--- src/logic/wdt_consts.svh ---
// offsets, field positions, reset values and timing counts of the windowed watchdog
// ==========================================================================
// Operation
// - counter keeps running in sleep and idle
// - time-out in power save wakes, no reset
// - hard enable keeps watchdog always running
// - without hard enable, soft enable gates it
// - every device reset clears soft enable
// - time-out flag sticky until software clears
// - window disable zero selects windowed mode
// - prescaler divides by 32 or 128
// - postscaler sixteen ratios 1:1 to 1:32768
// - reset, switch, save, wake, clear outside power save zero counts
// - enabling watchdog enables the RC oscillator
`ifndef WDT_CONSTS_SVH
`define WDT_CONSTS_SVH

// ==========================================================================
// timing
`define WDT_CLK_HZ      100000000
`define WDT_LOW_POWER_RC_OSC_HZ     32000
`define WDT_LOW_POWER_RC_OSC_DIV    (`WDT_CLK_HZ / `WDT_LOW_POWER_RC_OSC_HZ)
`define WDT_PRE_SHORT   32
`define WDT_PRE_LONG    128

// ==========================================================================
// register byte offsets
`define WDT_OFF_RESET_CONTROL_REG    8'h00
`define WDT_OFF_CFG     8'h04
`define WDT_OFF_ISTAT   8'h08
`define WDT_OFF_IMASK   8'h0C
`define WDT_OFF_COUNT   8'h10

// ==========================================================================
// reset_control_reg fields
`define WDT_RC_IDLE     2
`define WDT_RC_SLEEP    3
`define WDT_RC_TFLAG    4
`define WDT_RC_SOFT     5

// watchdog_config_word fields
`define WDT_CF_POST_LO  0
`define WDT_CF_PRE      4
`define WDT_CF_WINDOW_DISABLE   6
`define WDT_CF_HARD     7
`define WDT_CF_WSEL_LO  8

// interrupt status bits
`define WDT_IRQ_TIMEOUT 0
`define WDT_IRQ_WINDOW  1
`define WDT_IRQ_WAKE    2

// ==========================================================================
// reset values of the configuration word
`define WDT_RST_HARD    1'b0
`define WDT_RST_WINDOW_DISABLE  1'b1
`define WDT_RST_WSEL    2'h3
`define WDT_RST_PRE     1'b0
`define WDT_RST_POST    4'h0

`endif

--- src/logic/wdt_pkg.sv ---
// types shared by the windowed watchdog
package wdt_pkg;

	// ======================================================================
	// operating state, gray along run -> power save -> run
	typedef enum logic [0:0]
	{
		ST_RUN  = 1'b0,
		ST_SAVE = 1'b1
	} wdt_state_t;

endpackage

--- src/logic/watchdog_timer_window.sv ---
// windowed watchdog timer with prescaler, postscaler and avalon register slave
//
// Register access over Avalon-MM and the register offsets were left to the implementer.
`include "wdt_consts.svh"

module watchdog_timer_window
	import wdt_pkg::*;
#(
	parameter int LOW_POWER_RC_OSC_DIV = `WDT_LOW_POWER_RC_OSC_DIV	// system clocks per rc oscillator period
)
(
	// clock and reset
	input  wire logic        clock_i,
	input  wire logic        reset_i,
	// avalon-mm slave
	input  wire logic [2:0]  address_i,
	input  wire logic        read_i,
	input  wire logic        write_i,
	input  wire logic [3:0]  byteenable_i,
	input  wire logic [31:0] writedata_i,
	output logic      [31:0] readdata_o,
	output logic             waitrequest_o,
	// core events
	input  wire logic        clear_instr_i,
	input  wire logic        power_save_i,
	input  wire logic        sleep_mode_i,
	input  wire logic        wake_event_i,
	input  wire logic        clock_switch_done_i,
	// system outputs
	output logic             device_reset_o,
	output logic             wake_o,
	output logic             power_saving_o,
	output logic             low_power_rc_osc_enable_o,
	output logic             irq_o
);

	// ======================================================================
	// state
	typedef struct packed
	{
		wdt_state_t  state;		// run or power save
		logic [11:0] osc_cnt;	// rc oscillator period emulation
		logic [6:0]  pre;		// prescaler count
		logic [14:0] post;		// postscaler count
		logic        soft_en;	// software enable
		logic        sleep;		// entered sleep
		logic        idle;		// entered idle
		logic        tflag;		// time-out flag
		logic        hard_en;	// configuration hard enable
		logic        win_dis;	// window disable
		logic [1:0]  win_sel;	// window select
		logic        pre_sel;	// prescale select, 1 = divide by 128
		logic [3:0]  post_sel;	// postscale select
		logic [2:0]  irq_stat;	// sticky interrupt status
		logic [2:0]  irq_mask;	// interrupt mask
		logic        ack;		// bus cycle answered
		logic [31:0] rdata;		// read data
		logic        rst_pulse;	// device reset request
		logic        wake_pulse;	// wake request
	} wdt_regs_t;

	wdt_regs_t st;		// registered state
	wdt_regs_t next_st;	// next state

	// ======================================================================
	// helpers

	// postscaler period in prescaler ticks
	function automatic logic [15:0] post_period(input logic [3:0] sel);
		post_period = 16'h0001 << sel;
	endfunction

	// clear permitted: last quarter, 3/8, half or 3/4 of the period
	function automatic logic window_open(input logic [14:0] cnt, input logic [3:0] sel,
		input logic [1:0] wsel);
		logic [18:0] lhs;
		logic [18:0] rhs;
		logic [2:0]  closed;
		lhs = {cnt, 3'h0} + 19'h00008;
		case (wsel)
			2'h0:    closed = 3'h6;
			2'h1:    closed = 3'h5;
			2'h2:    closed = 3'h4;
			default: closed = 3'h2;
		endcase
		rhs = 19'(post_period(sel)) * 19'(closed);
		window_open = lhs > rhs;
	endfunction

	// byte-lane merge of a write
	function automatic logic [31:0] be_merge(input logic [31:0] old, input logic [31:0] wd,
		input logic [3:0] be);
		logic [31:0] res;
		res = old;
		for (int i = 0; i < 4; i++)
			if (be[i])
				res[i*8 +: 8] = wd[i*8 +: 8];
		be_merge = res;
	endfunction

	// ======================================================================
	// derived signals
	logic        wd_en;		// watchdog running
	logic        osc_tick;	// one rc clock period elapsed
	logic        pre_last;	// prescaler at terminal count
	logic        post_last;	// postscaler at terminal count
	logic        timeout;	// time-out this cycle
	logic        bad_clear;	// clear outside the window
	logic [6:0]  pre_div;	// prescale ratio minus one
	logic [31:0] reset_control_reg_val;	// reset control view
	logic [31:0] cfg_val;	// configuration view
	logic        acc_ok;	// request accepted this edge

	// enable and terminal counts
	always_comb
	begin
		wd_en     = st.hard_en | st.soft_en;
		osc_tick  = wd_en && (st.osc_cnt == 12'(LOW_POWER_RC_OSC_DIV - 1));
		pre_div   = st.pre_sel ? 7'(`WDT_PRE_LONG - 1) : 7'(`WDT_PRE_SHORT - 1);
		pre_last  = st.pre == pre_div;
		// at or past the end, so a smaller ratio written mid-count still wraps
		post_last = {1'b0, st.post} >= post_period(st.post_sel) - 16'h0001;
		timeout   = osc_tick & pre_last & post_last;
		// windowed mode only when window disable is zero
		bad_clear = clear_instr_i && st.state == ST_RUN && wd_en && !st.win_dis
			&& !window_open(st.post, st.post_sel, st.win_sel);
		reset_control_reg_val  = 32'h00000000;
		reset_control_reg_val[`WDT_RC_IDLE]  = st.idle;
		reset_control_reg_val[`WDT_RC_SLEEP] = st.sleep;
		reset_control_reg_val[`WDT_RC_TFLAG] = st.tflag;
		reset_control_reg_val[`WDT_RC_SOFT]  = st.soft_en;
		cfg_val   = 32'h00000000;
		cfg_val[`WDT_CF_POST_LO +: 4] = st.post_sel;
		cfg_val[`WDT_CF_PRE]          = st.pre_sel;
		cfg_val[`WDT_CF_WINDOW_DISABLE]       = st.win_dis;
		cfg_val[`WDT_CF_HARD]         = st.hard_en;
		cfg_val[`WDT_CF_WSEL_LO +: 2] = st.win_sel;
		acc_ok    = (read_i | write_i) & st.ack;
	end

	// ======================================================================
	// next state
	always_comb
	begin
		logic [31:0] wr;
		logic        clr;
		wr  = 32'h00000000;
		clr = 1'b0;
		next_st = st;
		next_st.rst_pulse  = 1'b0;
		next_st.wake_pulse = 1'b0;

		// bus: one wait cycle, then answer
		next_st.ack = (read_i | write_i) & ~st.ack;
		if (read_i && !st.ack)
		begin
			case ({3'h0, address_i, 2'h0})
				`WDT_OFF_RESET_CONTROL_REG:  next_st.rdata = reset_control_reg_val;
				`WDT_OFF_CFG:   next_st.rdata = cfg_val;
				`WDT_OFF_ISTAT: next_st.rdata = {29'h0, st.irq_stat};
				`WDT_OFF_IMASK: next_st.rdata = {29'h0, st.irq_mask};
				`WDT_OFF_COUNT: next_st.rdata = {10'h000, st.pre, st.post};
				default:        next_st.rdata = 32'h00000000;	// unmapped reads zero
			endcase
		end

		// writes land first so hardware events below win
		if (acc_ok && write_i)
		begin
			case ({3'h0, address_i, 2'h0})
				`WDT_OFF_RESET_CONTROL_REG:
				begin
					wr = be_merge(reset_control_reg_val, writedata_i, byteenable_i);
					next_st.idle    = wr[`WDT_RC_IDLE];
					next_st.sleep   = wr[`WDT_RC_SLEEP];
					next_st.tflag   = wr[`WDT_RC_TFLAG];
					next_st.soft_en = wr[`WDT_RC_SOFT];
				end
				`WDT_OFF_CFG:
				begin
					wr = be_merge(cfg_val, writedata_i, byteenable_i);
					next_st.post_sel = wr[`WDT_CF_POST_LO +: 4];
					next_st.pre_sel  = wr[`WDT_CF_PRE];
					next_st.win_dis  = wr[`WDT_CF_WINDOW_DISABLE];
					next_st.hard_en  = wr[`WDT_CF_HARD];
					next_st.win_sel  = wr[`WDT_CF_WSEL_LO +: 2];
				end
				`WDT_OFF_ISTAT:
					if (byteenable_i[0])
						next_st.irq_stat = st.irq_stat & ~writedata_i[2:0];
				`WDT_OFF_IMASK:
					if (byteenable_i[0])
						next_st.irq_mask = writedata_i[2:0];
				default:
					next_st.irq_mask = st.irq_mask;	// unmapped writes ignored
			endcase
		end

		// counting runs in every state while enabled
		if (wd_en)
		begin
			next_st.osc_cnt = osc_tick ? 12'h000 : st.osc_cnt + 12'h001;
			if (osc_tick)
			begin
				next_st.pre = pre_last ? 7'h00 : st.pre + 7'h01;
				if (pre_last)
					next_st.post = post_last ? 15'h0000 : st.post + 15'h0001;
			end
		end
		else
		begin
			// disabled: held at zero, nothing accumulates
			next_st.osc_cnt = 12'h000;
			next_st.pre     = 7'h00;
			next_st.post    = 15'h0000;
		end

		// events
		case (st.state)
			ST_SAVE:
			begin
				if (timeout)
				begin
					// wake, resume after the power-save instruction
					next_st.wake_pulse = 1'b1;
					next_st.tflag      = 1'b1;
					next_st.state      = ST_RUN;
					next_st.irq_stat[`WDT_IRQ_WAKE] = 1'b1;
					clr = 1'b1;
				end
				else if (wake_event_i)
				begin
					next_st.state = ST_RUN;
					clr = 1'b1;
				end
			end
			ST_RUN:
			begin
				if (timeout || bad_clear)
				begin
					next_st.rst_pulse = 1'b1;
					next_st.tflag     = 1'b1;
					next_st.soft_en   = 1'b0;
					// set on top of any same-cycle clear, so the event wins
					if (timeout)
						next_st.irq_stat[`WDT_IRQ_TIMEOUT] = 1'b1;
					if (bad_clear)
						next_st.irq_stat[`WDT_IRQ_WINDOW] = 1'b1;
					clr = 1'b1;
				end
				else if (clear_instr_i)
					clr = 1'b1;
				else if (power_save_i)
				begin
					next_st.state = ST_SAVE;
					next_st.sleep = next_st.sleep | sleep_mode_i;
					next_st.idle  = next_st.idle | ~sleep_mode_i;
					clr = 1'b1;
				end
			end
			default:
				next_st.state = ST_RUN;
		endcase

		// a completed clock switch restarts the count too
		if (clr || clock_switch_done_i)
		begin
			next_st.osc_cnt = 12'h000;
			next_st.pre     = 7'h00;
			next_st.post    = 15'h0000;
		end
	end

	// ======================================================================
	// registers; reset zeroes counts and the soft enable
	always_ff @(posedge clock_i)
	begin
		if (reset_i)
		begin
			st          <= '0;
			st.state    <= ST_RUN;
			st.hard_en  <= `WDT_RST_HARD;
			st.win_dis  <= `WDT_RST_WINDOW_DISABLE;
			st.win_sel  <= `WDT_RST_WSEL;
			st.pre_sel  <= `WDT_RST_PRE;
			st.post_sel <= `WDT_RST_POST;
		end
		else
			st <= next_st;
	end

	// ======================================================================
	// outputs
	assign readdata_o     = st.rdata;
	assign waitrequest_o  = (read_i | write_i) & ~st.ack;
	assign device_reset_o = st.rst_pulse;
	assign wake_o         = st.wake_pulse;
	assign power_saving_o = st.state == ST_SAVE;
	assign low_power_rc_osc_enable_o  = wd_en;
	assign irq_o          = |(st.irq_stat & st.irq_mask);

	// ======================================================================
	// checks
	save_counts_a: assert property (@(posedge clock_i) disable iff (reset_i)
		(st.state == ST_SAVE && osc_tick && !timeout && !wake_event_i && !clock_switch_done_i)
		|=> st.pre != $past(st.pre))
		else $error("count stalled in power save");

	save_wake_a: assert property (@(posedge clock_i) disable iff (reset_i)
		(st.state == ST_SAVE && timeout)
		|=> wake_o && !device_reset_o && st.state == ST_RUN)
		else $error("power save time-out did not wake");

	hard_run_a: assert property (@(posedge clock_i) disable iff (reset_i)
		(st.hard_en && !osc_tick && !clear_instr_i && !power_save_i && !wake_event_i
		&& !clock_switch_done_i) |=> st.osc_cnt == $past(st.osc_cnt) + 12'h001)
		else $error("hard enable did not keep watchdog running");

	soft_gate_a: assert property (@(posedge clock_i) disable iff (reset_i)
		(!st.hard_en && !st.soft_en) |=> (st.pre == 7'h00 && st.post == 15'h0000))
		else $error("disabled watchdog counted");

	reset_soft_a: assert property (@(posedge clock_i) disable iff (reset_i)
		device_reset_o |-> !st.soft_en && st.tflag)
		else $error("soft enable survived device reset");

	flag_sticky_a: assert property (@(posedge clock_i) disable iff (reset_i)
		(st.tflag && !(write_i && st.ack)) |=> st.tflag)
		else $error("time-out flag cleared by hardware");

	early_clear_a: assert property (@(posedge clock_i) disable iff (reset_i)
		(clear_instr_i && st.state == ST_RUN && wd_en && !st.win_dis
		&& !window_open(st.post, st.post_sel, st.win_sel)) |=> device_reset_o)
		else $error("early clear did not reset");

	open_clear_a: assert property (@(posedge clock_i) disable iff (reset_i)
		(clear_instr_i && st.state == ST_RUN && st.win_dis && !timeout)
		|=> !device_reset_o && st.pre == 7'h00)
		else $error("clear refused with window disabled");

	pre_range_a: assert property (@(posedge clock_i) disable iff (reset_i)
		st.pre <= (st.pre_sel ? 7'h7F : 7'h1F))
		else $error("prescaler out of range");

	post_range_a: assert property (@(posedge clock_i) disable iff (reset_i)
		({1'b0, st.post} < post_period(st.post_sel))
		|=> {1'b0, st.post} < post_period(st.post_sel) || $changed(st.post_sel))
		else $error("postscaler out of range");

	switch_clear_a: assert property (@(posedge clock_i) disable iff (reset_i)
		clock_switch_done_i |=> st.pre == 7'h00 && st.post == 15'h0000)
		else $error("clock switch did not clear counts");

	osc_follow_a: assert property (@(posedge clock_i) disable iff (reset_i)
		(st.soft_en && !$past(st.soft_en)) |-> low_power_rc_osc_enable_o)
		else $error("rc oscillator not enabled");

endmodule

--- config.mk ---
export PLATFORM = sky130hd
export DESIGN_NAME = watchdog_timer_window
export DESIGN_NICKNAME = d
export VERILOG_FILES = /design/src/logic/wdt_pkg.sv /design/src/logic/watchdog_timer_window.sv
export VERILOG_INCLUDE_DIRS = /design/src /design/src/logic
export SDC_FILE = /design/constraint.sdc
export NUM_CORES = 1
export LEC_CHECK = 0
export BUFFER_PORTS_ARGS = -buffer_cell sky130_fd_sc_hd__buf_2
export CORE_ASPECT_RATIO = 1.5
export CORE_UTILIZATION = 55
export DETAILED_ROUTE_END_ITERATION = 12
export PLACE_DENSITY = 0.84
export REMOVE_ABC_BUFFERS = 1
export SYNTH_ARGS = -nofsm -noshare
export SYNTH_HDL_FRONTEND = slang
export SYNTH_SLANG_ARGS = --single-unit
--- constraint.sdc ---
create_clock -name clock_i -period 6 [get_ports clock_i]
set_clock_uncertainty 0.1 [all_clocks]
set_input_delay 1.2 -clock clock_i [delete_from_list [all_inputs] [get_ports clock_i]]
set_output_delay 1.2 -clock clock_i [all_outputs]
set_load 0.03 [all_outputs]
==> results by stage <==
Clock tree:
- The H-tree depth is 3.
- The latest clock arrival within the worst-skew pair is 340 ps.
- TritonCTS built the clock tree.
- The number of buffers created by CTS is 9.
- The library cell used as clock root buffer is sky130_fd_sc_hd__clkbuf_16.
- The post-cts repair resize count is 0.
- Counting along the longest clock path gives a buffer depth of 2.
- The clock drives 79 sinks.
- After clock tree synthesis, the flow added hold-fix buffers numbering 0.
- After clock tree synthesis, the clock-pin slew on the worst setup and hold paths is 60 ps.
- In this run the post-CTS setup repair buffer count came out at 0.

Setup path:
- The largest delay contributor family on the critical path is adder cells.
- The cell repeated most along the worst path is sky130_fd_sc_hd__ha_1.
- The critical path contains buffers and inverters numbering 2 combined.
- Along the worst path, the maximum fanout reaches 10.
- The largest individual stage delay along the critical path comes from the cell sky130_fd_sc_hd__fa_1.
- The worst stage delay on the critical path is 510 ps.
- The kind of capture point of the worst setup path is a flop.
- Data on the critical path is required at its endpoint by 6130 ps.
- The critical path class is flop to flop.
- STA classifies the critical path startpoint as a flop.
- The critical path goes through inv_1 -> ha_1 -> and3_1 -> nand2_1 -> fa_1 -> inv_1 -> ha_1 -> nand3_1 -> o2111ai_1 -> o21ai_0 -> a21oi_1 -> a2111oi_0 -> nor3_1 -> ha_1 -> nand3_1 -> nor2_1 -> a22o_1 -> nor4_1 -> nor2_1 -> and3_1.
- The setup check on the worst reg-to-reg path leaves a slack of 580 ps.
- The data arrival at the endpoint of the critical path is 5550 ps.

Routing:
- Summed over all layers, the routed wires come to 15300 um.
- After detailed routing, the number of vias per cell comes to 5.92.
- The iteration count of the initial detailed-routing pass is 5.
- After detailed routing, the number of remaining DRC violations is 0.
- After detailed routing, the average wire length per cell comes to 15.7 um.
- The count of nets left with antenna violations once routing finished came out at 0.
- The routed layout has 5768 vias.
- The detailed router's first-iteration violation count is 316.

Run status:
- The run finished with clean final reports.

Synth:
- The number of distinct library cells after synthesis is 66.
- The post-synthesis cell count is 806.
- The most used flip-flop cell after synthesis is sky130_fd_sc_hd__dfxtp_1.
- Counting flops and latches in the post-synthesis netlist gives 79.
- Summing the sequential cell areas from Yosys gives 25.2% of the chip area.
- After synthesis the cells add up to 6270 sq um.
- In this run, synthesis inferred 0 flip-flops with an integrated enable.
- Of all flip-flops after synthesis, the portion carrying an async set or reset was 0%.
- The Yosys warning count is 0.
- The average size of a mapped cell is 7.78 sq um.

GRT:
- The initial antenna violation count is 0.
- The total overflow left after global routing is 0.
- Across every metal layer, demand over resource in global routing totals 27.3%.
- The wire length of the first global-routing pass is 25500 um.
- The via count of the first global-routing pass is 5627.
- Entering global routing, the biggest net connects 50 pins.

Place:
- The post-place instance area is 6460 sq um.
- Counting tap cells, the placed design contains a total of 959 instances.
- The worst setup slack after placement is 636 ps.
- The number of buffers added on ports is 51.
- The global placement routability congestion is 0.943.
- The HPWL after detailed placement is 11700 um.

Cells and area:
- The final layout contains 942 nets.
- The number of fill cells is 998.
- The final cell utilization of the core is 61.1%.
- The layout overhead on the synthesized area is 7.68%.
- The number of antenna cells inserted is 0.
- Of the cells placed in the final design, the portion with a size suffix greater than 1 is 11.7%.
- Once layout is done, the placed cells without fillers occupy 6750 sq um.
- The count of cells in the finished layout, fillers not included, comes to 975.

Timing:
- The final critical-path setup slack is 584 ps.
- The highest clock frequency the design can meet is 0.185 GHz.
- The setup-violating endpoint count in the final report is 0.
- Headroom to the max-slew limit came out at 38.7%.
- The transition at the pin with the smallest max-transition slack is 919 ps.
- The minimum period implied by the final worst setup slack is 5420 ps.
- The max-slew violation count came to 0.
- The post-route setup TNS is 0 ps.
- The count of final hold-check violations came to 0.
- Setup repair after global routing left no endpoint under its margin.
- The final critical-path share of the clock period is 90.3%.
- Hold timing on the final database bottoms out at a slack of 345 ps.

Floorplanning:
- For this configuration, the core starts out at a cell density of 56.7%.
- In this run the core area contains 47 standard-cell rows.
- The die extent in y is 133 um.
- The area of the core is 11100 sq um.
- Pin placement for this block handled 86 I/O pins.
- The die is 89.2 um wide.
- The die outline area is 11800 sq um.

Flow run:
- The count of maximum capacitance violations is 0.

Worst hold path:
- The path class of the tightest hold or removal check is flop to flop.

Pwr:
- Power comes to 1.13 mW.
- The power per unit of standard cell area is 168 nW/um^2.
- Across the VDD grid, the largest voltage drop is 0.122 mV.
- In this run the static leakage power is 2.96 nW.
where the power goes:
group / leakage, nW / switching (mW) / total, mW / internal, mW
logic: 2.19 / 0.0584 / 0.0824 / 0.0240
clock network: 0.135 / 0.215 / 0.518 / 0.303
registers: 0.638 / 0.00347 / 0.532 / 0.529
total: 2.96 / 0.277 / 1.13 / 0.856
path summary, 6_finish.rpt:
path	to	from	depth (start not counted)
worst max-delay path	reset_control_reg_val[5]	cfg_val[9]	20
worst min-delay path	readdata_o[12]	readdata_o[12]	2
worst max register to register	reset_control_reg_val[5]	cfg_val[9]	20
worst min register to register	readdata_o[12]	readdata_o[12]	2
cell usage in the layout (no fill, tap or decap), types with 4 or more instances in the layout:
master                      instances
sky130_fd_sc_hd__a2111oi_0          4
sky130_fd_sc_hd__or2_2              8
sky130_fd_sc_hd__and3_1            19
sky130_fd_sc_hd__o21ai_0           33
sky130_fd_sc_hd__a31oi_1            6
sky130_fd_sc_hd__a21o_1             7
sky130_fd_sc_hd__nor2_1            80
sky130_fd_sc_hd__clkbuf_16          9
sky130_fd_sc_hd__mux2i_1           13
sky130_fd_sc_hd__nand4_1            7
sky130_fd_sc_hd__dfxtp_1           79
sky130_fd_sc_hd__xor2_1            19
sky130_fd_sc_hd__nor3b_1            5
sky130_fd_sc_hd__a22o_1             9
sky130_fd_sc_hd__o22ai_1            5
sky130_fd_sc_hd__nor3_1            14
sky130_fd_sc_hd__a22oi_1           11
sky130_fd_sc_hd__conb_1            10
sky130_fd_sc_hd__and2_1             8
sky130_fd_sc_hd__a21oi_1           46
sky130_fd_sc_hd__nand2_1           95
sky130_fd_sc_hd__a32oi_1            4
sky130_fd_sc_hd__buf_2             51
sky130_fd_sc_hd__a211oi_1           4
sky130_fd_sc_hd__xnor2_1           18
sky130_fd_sc_hd__nand3_1           47
sky130_fd_sc_hd__inv_1             51
sky130_fd_sc_hd__nor4_1             5
sky130_fd_sc_hd__buf_4             13
sky130_fd_sc_hd__o31ai_1            4
sky130_fd_sc_hd__fa_1              15
sky130_fd_sc_hd__nor2b_1           10
sky130_fd_sc_hd__or3_1              7
sky130_fd_sc_hd__ha_1              56
sky130_fd_sc_hd__nand2b_1           9
sequential cells by signal, indices dropped and copies added (netlist names):
| name | count |
|---|---|
| cfg_val | 9 |
| device_reset_o | 1 |
| power_saving_o | 1 |
| readdata_o | 22 |
| reset_control_reg_val | 4 |
| st | 41 |
| wake_o | 1 |
worst min-delay path: stages (launching register included):
cell	delay [ps]
sky130_fd_sc_hd__dfxtp_1	300
sky130_fd_sc_hd__nand2_1	50
sky130_fd_sc_hd__a21oi_1	50
metal layers:
layer,up-vias,global-route usage [%],part of all wire (%)
met5,-,0,0
met4,0,15.3,4.4
met3,48,4.55,4.2
met2,182,48.9,53
met1,2724,29.2,38
li1,2814,-,-
cell usage after synthesis, drive strengths merged, types with 5 or more instances:
cell type  count  area (sq um)
a21o           7          52.6
a21oi         46           230
a22o           9          78.8
a22oi         11          82.6
a31oi          6          37.5
and2           8          50.1
and3          19           119
buf           37           262
clkbuf        30           113
dfxtp         79          1580
fa            15           300
ha            56           701
inv           51           191
mux2i         13           130
nand2         95           357
nand2b         9          56.3
nand3         48           245
nand4          7          43.8
nor2          80           300
nor2b         10          62.6
nor3          14          70.1
nor3b          5          37.5
nor4           7          65.1
o21ai         33           165
o22ai          5          31.3
or2            8          50.1
or3            7          43.8
xnor2         18           158
xor2          19           166
final cells by class:
cell class              count  area [sq um]  share of cell area (%)
multi-input cells         617          4150                    61.5
flip-flops and latches     79          1580                    23.4
repair buffers             64           353                    5.23
clock buffers              12           256                    3.80
inverters                  52           195                    2.89
well taps                 147           184                    2.72
clock inverters             4          28.8                   0.426
cells by family (layout without fill, tap and decap cells):
kind of cell,after synthesis,count (layout),share of synthesized area (%)
fa+ha+maj,71,71,16.0
flops,79,79,25.2
other cells,1,10,0.0598
simple gates,325,325,25.0
buf+inv,119,132,9.08
compound gates,157,157,16.5
xor+xnor,37,37,5.17
mux,17,17,2.97
(Power assumes the default switching activity.)
